===== src/rtl/elu_pkg.sv =====
// Shared constants for the edge latch interrupt unit
package elu_pkg;

  // Register bus geometry
  localparam int unsigned ADDR_W = 8;
  localparam int unsigned DATA_W = 8;

  // Register offsets (status read and range write share one address)
  localparam logic [7:0] AFC_REMOTE_SYNC_STATUS_ADDR  = 8'h00e4;
  localparam logic [7:0] COMPARATOR_RANGE_SELECT_ADDR = 8'h00e4;
  localparam logic [7:0] EVENT_LATCH_CONTROL_ADDR     = 8'h00e9;

  // Event latch control fields
  localparam int unsigned REMOTE_RISING_EDGE_SELECT_BIT    = 1;
  localparam int unsigned REMOTE_IRQ_ENABLE_BIT            = 2;
  localparam int unsigned REMOTE_LATCH_CLEAR_BIT           = 3;
  localparam int unsigned POWER_KEY_RISING_EDGE_SELECT_BIT = 4;
  localparam int unsigned POWER_KEY_IRQ_ENABLE_BIT         = 5;
  localparam int unsigned POWER_KEY_LATCH_CLEAR_BIT        = 6;

  // Comparator range select field
  localparam int unsigned COMPARATOR_RANGE_BIT = 3;

  // Status register fields
  localparam int unsigned COMPARATOR_CODE_LSB = 0;
  localparam int unsigned COMPARATOR_CODE_W   = 3;
  localparam int unsigned REMOTE_LATCH_STATE_BIT = 3;
  localparam int unsigned VSYNC_STATUS_BIT    = 4;

  // Reset values
  localparam logic [7:0] STATUS_RESET      = 8'h0000;
  localparam logic [7:0] RANGE_RESET       = 8'h0000;
  localparam logic [7:0] LATCH_CTRL_RESET  = 8'h0000;
  localparam logic [7:0] READ_IDLE_VALUE   = 8'h0000;

  // Comparator thresholds, in millivolts
  localparam int unsigned AFC_LEVEL_W        = 14;
  localparam int unsigned AFC_THRESHOLDS     = 5;
  localparam int unsigned AFC_STEP_MV        = 1000;
  localparam int unsigned AFC_FIRST_MV       = 1000;
  localparam int unsigned AFC_LOWER_SHIFT_MV = 500;

  // Synchroniser depth for the latch pins
  localparam int unsigned SYNC_STAGES = 2;

endpackage : elu_pkg


===== src/rtl/elu_edge_latch.sv =====
// One synchronised edge-triggered event latch with clear
module elu_edge_latch
  import elu_pkg::*;
(
  input  wire logic clk_sys_i,      // System clock
  input  wire logic resetn_i,       // Asynchronous reset, active low
  input  wire logic ce_i,           // Clock enable, freezes state when low
  input  wire logic pin_i,          // Raw event pin
  input  wire logic rising_sel_i,   // One picks rising edges, zero falling
  input  wire logic clear_i,        // One-cycle clear pulse
  output logic      latch_o         // Latch state
);

  logic [SYNC_STAGES-1:0] sync_q;   // Two-flop synchroniser chain
  logic                   last_q;   // Previous synchronised level
  logic                   edge_hit; // Qualifying edge this cycle
  logic [1:0]             fill_q;   // Samples taken since reset, saturating
  localparam logic [1:0]  FILL_DONE = 2'(SYNC_STAGES + 1); // Chain and last flop hold samples

  // Synchroniser; only the last stage is looked at
  always_ff @(posedge clk_sys_i or negedge resetn_i) begin
    if (!resetn_i) begin
      sync_q <= '0;
      last_q <= 1'b0;
    end else if (ce_i) begin
      sync_q <= {sync_q[SYNC_STAGES-2:0], pin_i};
      last_q <= sync_q[SYNC_STAGES-1];
    end
  end

  // Fill counter; counts clocked samples until the compare flops are real
  always_ff @(posedge clk_sys_i or negedge resetn_i) begin
    if (!resetn_i) begin
      fill_q <= 2'h0;
    end else if (ce_i && (fill_q != FILL_DONE)) begin
      fill_q <= fill_q + 2'h1;
    end
  end

  // Edge detector on the settled level, one hit per edge; silent until
  // the chain is filled, so a pin resting high gives no edge after reset
  always_comb begin
    if (fill_q != FILL_DONE) begin
      edge_hit = 1'b0;
    end else if (rising_sel_i) begin
      edge_hit = sync_q[SYNC_STAGES-1] & ~last_q;
    end else begin
      edge_hit = ~sync_q[SYNC_STAGES-1] & last_q;
    end
  end

  // Latch; a new edge beats a clear in the same cycle
  always_ff @(posedge clk_sys_i or negedge resetn_i) begin
    if (!resetn_i) begin
      latch_o <= 1'b0;
    end else if (ce_i) begin
      if (edge_hit) begin
        latch_o <= 1'b1;
      end else if (clear_i) begin
        latch_o <= 1'b0;
      end
    end
  end

endmodule : elu_edge_latch


===== src/rtl/elu_afc_quantiser.sv =====
// Five-level AFC comparator with selectable half-step offset
module elu_afc_quantiser
  import elu_pkg::*;
#(
  parameter int unsigned LEVEL_W = AFC_LEVEL_W
) (
  input  wire logic [LEVEL_W-1:0] level_mv_i,  // Input level in millivolts
  input  wire logic               normal_i,    // One: normal range, zero: lowered
  output logic [COMPARATOR_CODE_W-1:0] code_o  // Binary count of levels passed
);

  logic [AFC_THRESHOLDS-1:0] above; // One per threshold crossed

  // Refuse level widths too narrow to reach the top threshold
  if (LEVEL_W < AFC_LEVEL_W) begin : g_width_check
    $error("elu_afc_quantiser: LEVEL_W too small");
  end

  // One comparator per threshold, spaced a step apart
  for (genvar k = 0; k < AFC_THRESHOLDS; k++) begin : g_level
    localparam int unsigned NORM_MV = AFC_FIRST_MV + k * AFC_STEP_MV;
    localparam int unsigned LOW_MV  = NORM_MV - AFC_LOWER_SHIFT_MV;
    assign above[k] = normal_i ? (level_mv_i > LEVEL_W'(NORM_MV))
                               : (level_mv_i > LEVEL_W'(LOW_MV));
  end

  // Thresholds are ordered, so the count is the binary code
  always_comb begin
    code_o = '0;
    for (int i = 0; i < AFC_THRESHOLDS; i++) begin
      code_o = code_o + COMPARATOR_CODE_W'(above[i]);
    end
  end

endmodule : elu_afc_quantiser


===== src/rtl/elu_edge_latch_interrupt_unit.sv =====
// Top of the edge latch interrupt unit: registers, latches, AFC status
//
// Decided for this implementation: the address-and-strobe port.

module elu_edge_latch_interrupt_unit
  import elu_pkg::*;
#(
  parameter int unsigned LEVEL_W = AFC_LEVEL_W // Width of the level input
) (
  input  wire logic               clk_sys_i,                 // System clock
  input  wire logic               resetn_i,                  // Async reset, low
  input  wire logic               ce_i,                      // Clock enable
  input  wire logic [ADDR_W-1:0]  reg_addr_i,                // Register address
  input  wire logic [DATA_W-1:0]  reg_wdata_i,               // Write data
  input  wire logic               reg_wr_i,                  // Write strobe
  input  wire logic               reg_rd_i,                  // Read strobe
  output logic      [DATA_W-1:0]  reg_rdata_o,               // Read data
  input  wire logic               remote_input_pin_i,        // Remote pin
  input  wire logic               power_key_input_pin_i,     // Power key pin
  input  wire logic               vsync_pin_i,               // Vertical sync pin
  input  wire logic [LEVEL_W-1:0] afc_level_mv_i,            // AFC level, mV
  output logic                    remote_irq_request_n_o,    // Remote request
  output logic                    power_key_irq_request_n_o, // Power request
  output logic                    comparator_range_bit_o     // Range in use
);

  // Declarations
  // Nets shared by the register file, the latches and the read path

  // Address decode results
  logic hit_status;        // Read of the status address
  logic hit_range;         // Write of the range select address
  logic hit_latch_ctrl;    // Write of the latch control address

  // Qualified strobes
  logic wr_range;          // Range select write this cycle
  logic wr_latch_ctrl;     // Latch control write this cycle
  logic rd_status;         // Status read this cycle

  // Latch control fields held by the block
  logic remote_rising_edge_select;     // Remote edge choice
  logic remote_irq_enable;             // Remote request enable
  logic power_key_rising_edge_select;  // Power key edge choice
  logic power_key_irq_enable;          // Power key request enable

  // One-cycle clear pulses derived from the write
  logic remote_latch_clear;            // Remote clear pulse
  logic power_key_latch_clear;         // Power key clear pulse

  // Range select storage
  logic comparator_range_bit;          // One: normal, zero: lowered

  // Latch states from the two latch instances
  logic remote_latch_state;            // Remote latch
  logic power_key_latch_state;         // Power key latch

  // Comparator output
  logic [COMPARATOR_CODE_W-1:0] comparator_code_live; // Combinational code
  logic [COMPARATOR_CODE_W-1:0] comparator_code;      // Registered code

  // Status word and read path
  logic [DATA_W-1:0] status_word;      // Assembled status value
  logic [DATA_W-1:0] next_rdata;       // Value for the read data flop

  // Address decode
  // Status read and range write share one address, told apart by strobe

  // Status is read at its address; unmapped reads return zero
  always_comb begin
    if (reg_addr_i == AFC_REMOTE_SYNC_STATUS_ADDR) begin
      hit_status = 1'b1;
    end else begin
      hit_status = 1'b0;
    end
  end

  // Write targets; unmapped writes are dropped
  always_comb begin
    hit_range      = 1'b0;
    hit_latch_ctrl = 1'b0;
    if (reg_addr_i == COMPARATOR_RANGE_SELECT_ADDR) begin
      hit_range = 1'b1;
    end else if (reg_addr_i == EVENT_LATCH_CONTROL_ADDR) begin
      hit_latch_ctrl = 1'b1;
    end
  end

  // Strobes qualified by decode and clock enable
  assign wr_range      = ce_i & reg_wr_i & hit_range;
  assign wr_latch_ctrl = ce_i & reg_wr_i & hit_latch_ctrl;
  assign rd_status     = ce_i & reg_rd_i & hit_status;

  // Latch control register (write-only)
  // Only edge and enable bits are stored; clear bits act as pulses

  // Remote edge select and enable; bits 7 and 0 ignored
  always_ff @(posedge clk_sys_i or negedge resetn_i) begin
    if (!resetn_i) begin
      remote_rising_edge_select <= LATCH_CTRL_RESET[REMOTE_RISING_EDGE_SELECT_BIT];
      remote_irq_enable         <= LATCH_CTRL_RESET[REMOTE_IRQ_ENABLE_BIT];
    end else if (wr_latch_ctrl) begin
      // Edge and enable captured from the write
      remote_rising_edge_select <= reg_wdata_i[REMOTE_RISING_EDGE_SELECT_BIT];
      remote_irq_enable         <= reg_wdata_i[REMOTE_IRQ_ENABLE_BIT];
    end
  end

  // Power key edge select and enable
  always_ff @(posedge clk_sys_i or negedge resetn_i) begin
    if (!resetn_i) begin
      power_key_rising_edge_select <= LATCH_CTRL_RESET[POWER_KEY_RISING_EDGE_SELECT_BIT];
      power_key_irq_enable         <= LATCH_CTRL_RESET[POWER_KEY_IRQ_ENABLE_BIT];
    end else if (wr_latch_ctrl) begin
      // Edge and enable captured from the write
      power_key_rising_edge_select <= reg_wdata_i[POWER_KEY_RISING_EDGE_SELECT_BIT];
      power_key_irq_enable         <= reg_wdata_i[POWER_KEY_IRQ_ENABLE_BIT];
    end
  end

  // Clear bits act only in the write cycle and are not stored,
  // so each clear needs its own write of a one
  assign remote_latch_clear =
    wr_latch_ctrl & reg_wdata_i[REMOTE_LATCH_CLEAR_BIT];
  assign power_key_latch_clear =
    wr_latch_ctrl & reg_wdata_i[POWER_KEY_LATCH_CLEAR_BIT];

  // Comparator range select register (write-only)
  // One stored bit picks the threshold set for the quantiser

  // Only the range bit is kept; reset selects the lowered set
  always_ff @(posedge clk_sys_i or negedge resetn_i) begin
    if (!resetn_i) begin
      comparator_range_bit <= RANGE_RESET[COMPARATOR_RANGE_BIT];
    end else if (wr_range) begin
      comparator_range_bit <= reg_wdata_i[COMPARATOR_RANGE_BIT];
    end
  end

  // Range in use is visible to the analog side
  assign comparator_range_bit_o = comparator_range_bit;

  // Event latches
  // Both latches share one design; only pins and controls differ

  // Remote event latch
  elu_edge_latch u_remote_latch (
    .clk_sys_i    (clk_sys_i),
    .resetn_i     (resetn_i),
    .ce_i         (ce_i),
    .pin_i        (remote_input_pin_i),
    .rising_sel_i (remote_rising_edge_select),
    .clear_i      (remote_latch_clear),
    .latch_o      (remote_latch_state)
  );

  // Power key event latch
  elu_edge_latch u_power_key_latch (
    .clk_sys_i    (clk_sys_i),
    .resetn_i     (resetn_i),
    .ce_i         (ce_i),
    .pin_i        (power_key_input_pin_i),
    .rising_sel_i (power_key_rising_edge_select),
    .clear_i      (power_key_latch_clear),
    .latch_o      (power_key_latch_state)
  );

  // Interrupt requests
  // Combinational from flops, so a request follows its latch at once

  // Remote request: inverted latch when enabled, else held high
  always_comb begin
    if (remote_irq_enable) begin
      remote_irq_request_n_o = ~remote_latch_state;
    end else begin
      remote_irq_request_n_o = 1'b1;
    end
  end

  // Power key request: inverted latch when enabled, else held high
  always_comb begin
    if (power_key_irq_enable) begin
      power_key_irq_request_n_o = ~power_key_latch_state;
    end else begin
      power_key_irq_request_n_o = 1'b1;
    end
  end

  // AFC comparator
  // Live comparison, registered once before it reaches the status word

  // Quantiser compares the level against the selected set
  elu_afc_quantiser #(
    .LEVEL_W (LEVEL_W)
  ) u_afc_quantiser (
    .level_mv_i (afc_level_mv_i),
    .normal_i   (comparator_range_bit),
    .code_o     (comparator_code_live)
  );

  // Code is sampled every enabled cycle so status stays live
  always_ff @(posedge clk_sys_i or negedge resetn_i) begin
    if (!resetn_i) begin
      comparator_code <= STATUS_RESET[COMPARATOR_CODE_LSB +: COMPARATOR_CODE_W];
    end else if (ce_i) begin
      comparator_code <= comparator_code_live;
    end
  end

  // Status word and read path
  // Read data stand one cycle after the strobe, then return to idle

  // Status layout; top three bits read as zero
  always_comb begin
    status_word = '0;
    status_word[COMPARATOR_CODE_LSB +: COMPARATOR_CODE_W] = comparator_code;
    status_word[REMOTE_LATCH_STATE_BIT] = remote_latch_state;
    status_word[VSYNC_STATUS_BIT]       = ~vsync_pin_i;
  end

  // Data appear only in the cycle after a read strobe
  always_comb begin
    if (rd_status) begin
      next_rdata = status_word;
    end else begin
      // Write-only and unmapped addresses read as idle
      next_rdata = READ_IDLE_VALUE;
    end
  end

  // Read data flop; frozen while the clock enable is low
  always_ff @(posedge clk_sys_i or negedge resetn_i) begin
    if (!resetn_i) begin
      reg_rdata_o <= STATUS_RESET;
    end else if (ce_i) begin
      reg_rdata_o <= next_rdata;
    end
  end

endmodule : elu_edge_latch_interrupt_unit


===== config.mk =====
export PLATFORM = sky130hd
export DESIGN_NAME = elu_edge_latch_interrupt_unit
export DESIGN_NICKNAME = d
export VERILOG_FILES = /design/src/rtl/elu_pkg.sv /design/src/rtl/elu_edge_latch.sv /design/src/rtl/elu_afc_quantiser.sv /design/src/rtl/elu_edge_latch_interrupt_unit.sv
export SDC_FILE = /design/constraint.sdc
export NUM_CORES = 1
export LEC_CHECK = 0
export ABC_AREA = 1
export BUFFER_PORTS_ARGS = -buffer_cell sky130_fd_sc_hd__buf_4
export CAP_MARGIN = 30
export CORE_MARGIN = 2
export CORE_UTILIZATION = 41
export DETAILED_ROUTE_END_ITERATION = 8
export PLACE_DENSITY = 0.65
export SYNTH_ARGS = -nofsm -noshare
export SYNTH_HDL_FRONTEND = slang
export SYNTH_SLANG_ARGS = --single-unit
export TNS_END_PERCENT = 20

===== constraint.sdc =====
create_clock -name clk_sys_i -period 7.32 [get_ports clk_sys_i]
set_clock_uncertainty 0.05 [all_clocks]
set_input_delay 0.732 -clock clk_sys_i [delete_from_list [all_inputs] [get_ports clk_sys_i]]
set_output_delay 0.732 -clock clk_sys_i [all_outputs]
set_load 0.03 [all_outputs]

==> flow_summary.yaml <==
outcome:
  outcome: "complete, no violations"
sta:
  fin_tns_setup_ns: 0
  finalSetupViolCount: 0
  fin_crit_sh: 0.4554
  slew_violations: 0
  fmax_mhz: 300.0
  rsz0062_at_grt: "false"
  period_needed_ns: 3.334
  finalWorstSetupSlack_ns: 3.986
  hold_viol_final: 0
floorplanning:
  io_pins: 49
  fp.dieW_microns: 71.30
  rows: 24
  die_y_microns: 71.30
  die_area_sq_um: 5083
  core_area_sq_um: 4354
  start_util: 0.4264
routing:
  drt_wl_total_microns: 4323
  vias_per_cell: 4.855
  wl_per_cell_microns: 12.04
  firstDrtPassIters: 4
  routed-wl-met2_microns: 1978
  wl_met1_microns: 2099
  via_count: 1743
  wl_met3_microns: 195
  dr.max_layer_used: "met4"
  drc: 0
  drtAntennaViolNets: 0
  first_iter_violations: 161
place:
  placed_area_sq_um: 2208
  place_congestion: 0.9481
  hpwl_microns: 3504
  portBuffers: 43
  pre_cts_ws_ns: 3.714
  post-place-cells: 355
setup_path:
  crit_path_end: "comparator_code[1]"
  ff2ff_path_depth: 10
  worstPathRequired_ns: 7.43
  timing.reg2reg.setup_slack_ns: 4.45
  crit_arrival_ns: 3.44
  crit_path_max_fanout: 5
  rr_startpoint: "comparator_range_bit_o"
  crit_start: "afc_level_mv_i[0]"
  critPathKind: "primary input to flip-flop"
  endpoint_kind: "flip-flop"
  r2r_end: "comparator_code[1]"
  cp-start-kind: "primary input"
job:
  maxCapViolCount: 0
synthesis:
  yosysTopAreaCellShare: 0.3369
  synth_top_flop_cell: "dfrtp_1"
  ys_async_sr_fraction: 1.000
  netlist_area_sq_um: 1857
  synth_top_area_cell: "dfrtp_1"
  synth_edf_count: 0
  yosysUniqueCellTypes: 30
  syn_avg_cell_area_sq_um: 7.007
  synth_warnings: 0
  yosys_register_bits: 25
  synth.area.top_cells: "dfrtp_1 34%, nand2_1 11%, inv_1 9.1%"
  ys_seq_area_frac: 0.3369
  synth_cells: 265
clock_network:
  cts_sinks: 25
  cts_setup_buffers: 0
  cts_resized: 0
  hold_buffers: 0
  clock_path_buffers: 2
  clk_latency_ns: 0.27
  clkSlewWorstSetupHoldPaths_ns: 0.09
  h-tree-depth: 1
  cts_buffers: 3
  cts_tree: "done"
  cts-root-buf: "clkbuf_8"
layout:
  fin_area_sq_um: 2257
  syn_to_final_growth_pct: 21.56
  drive_gt1_frac: 0.2117
  fin_cells: 359
  layout_common_cells: "56 x nand2_1, 45 x inv_1, 43 x buf_4"
  mostFrequentLayoutCell: "nand2_1"
  nets: 352
  n_antenna_cell: 0
global_route:
  antenna_found_initial: 0
  grt_pass1_wl_microns: 7362
  grt_usage: 0.1791
  overflow: 0
  grt_pass1_vias: 1623
  grt_max_degree: 27
pwr:
  power_mw: 0.3725
  p_leak_nw: 1.128
  peakVddDrop_mv: 0.1076
  p_per_area_nw_per_um2: 165.0
hold_path:
  hp-class: "primary input to async pin"
==> registers in the layout, indices dropped and copies added (netlist names) <==
| signal | flops |
|---|---|
| power_key_irq_enable | 1 |
| remote_rising_edge_select | 1 |
| power_key_rising_edge_select | 1 |
| u_power_key_latch.last_q | 1 |
| u_power_key_latch.fill_q | 2 |
| comparator_range_bit_o | 1 |
| u_remote_latch.fill_q | 2 |
| u_remote_latch.sync_q | 2 |
| reg_rdata_o | 5 |
| u_power_key_latch.latch_o | 1 |
| u_power_key_latch.sync_q | 2 |
| comparator_code | 3 |
| u_remote_latch.latch_o | 1 |
| u_remote_latch.last_q | 1 |
| remote_irq_enable | 1 |
==> routing by layer <==
metal	GRT usage	up-vias
li1	-	926
met1	0.2602	773
met2	0.2788	40
met3	0.02813	4
met4	0.05031	0
met5	0	-
==> through the flow <==
| stage | util | hold WS [ns] |
|---|---|---|
| 2_1_floorplan | - | 0.3864 |
| 3_3_place_gp | 0.5072 | 0.4098 |
| 3_5_place_dp | 0.5072 | 0.4236 |
| 4_1_cts | 0.5184 | 0.2967 |
| 5_1_grt | 0.5184 | 0.3153 |
| 6_report | 0.5184 | 0.2904 |
==> kinds of logic (layout without fill, tap and decap cells) <==
family / count (synthesis) / after routing / synth area share
compound gates: 35 / 35 / 0.09906
xor+xnor: 2 / 2 / 0.009436
fa+ha+maj: 6 / 6 / 0.04852
buf+inv: 53 / 93 / 0.1166
flops: 25 / 25 / 0.3369
mux: 7 / 7 / 0.04246
other cells: 1 / 3 / 0.002020
simple gates: 136 / 136 / 0.3450
==> where the power goes <==
group	switching [mW]	leakage [nW]	total, mW	internal (mW)
logic	0.0567	0.805	0.109	0.0523
clock network	0.0446	0.0217	0.0832	0.0386
registers	0.0160	0.301	0.180	0.164
==> cell type report <==
cell class,count,area (sq um)
Tap cell,52,65.06
Fill cell,440,2097
Timing Repair Buffer,43,322.8
Multi-Input combinational cell,189,1022
Clock inverter,1,7.507
Inverter,46,172.7
Sequential cell,25,625.6
Clock buffer,3,41.29
==> cells in the mapped netlist (2+ instances only) <==
master and n:
a21oi_1 10, buf_2 2, buf_4 4, dfrtp_1 25, fa_1 2, ha_1 4
inv_1 45, mux2_2 7, nand2_1 56, nand3_1 25, nand4_1 9, nor2_1 30
nor2_2 2, nor2_4 2, nor3_1 6, o21ai_0 19, o21ai_1 3, xnor2_1 2
==> worst min-delay path by stage <==
stage | end | slack (ns) | from | cells after the start
6_report | remote_irq_enable | 0.29 | resetn_i | 1
5_1_grt | remote_irq_enable | 0.32 | resetn_i | 1
4_1_cts | remote_irq_enable | 0.30 | resetn_i | 1
3_5_place_dp | u_power_key_latch.sync_q[1] | 0.42 | u_power_key_latch.sync_q[0] | 2
3_3_place_gp | u_power_key_latch.sync_q[1] | 0.41 | u_power_key_latch.sync_q[0] | 2
2_1_floorplan | comparator_code[0] | 0.39 | resetn_i | 0
==> critical path, cell delays in order <==
cell	delay, ns
buf_4	0.11
nor2_1	0.30
nand3_1	0.12
nor3_1	0.16
nand2_1	0.09
nand3_1	0.08
nand2_1	0.08
ha_1	0.28
inv_1	0.05
fa_1	0.52
inv_1	0.04
ha_1	0.20
fa_1	0.42
mux2_2	0.27
(Power assumes the default switching activity.)
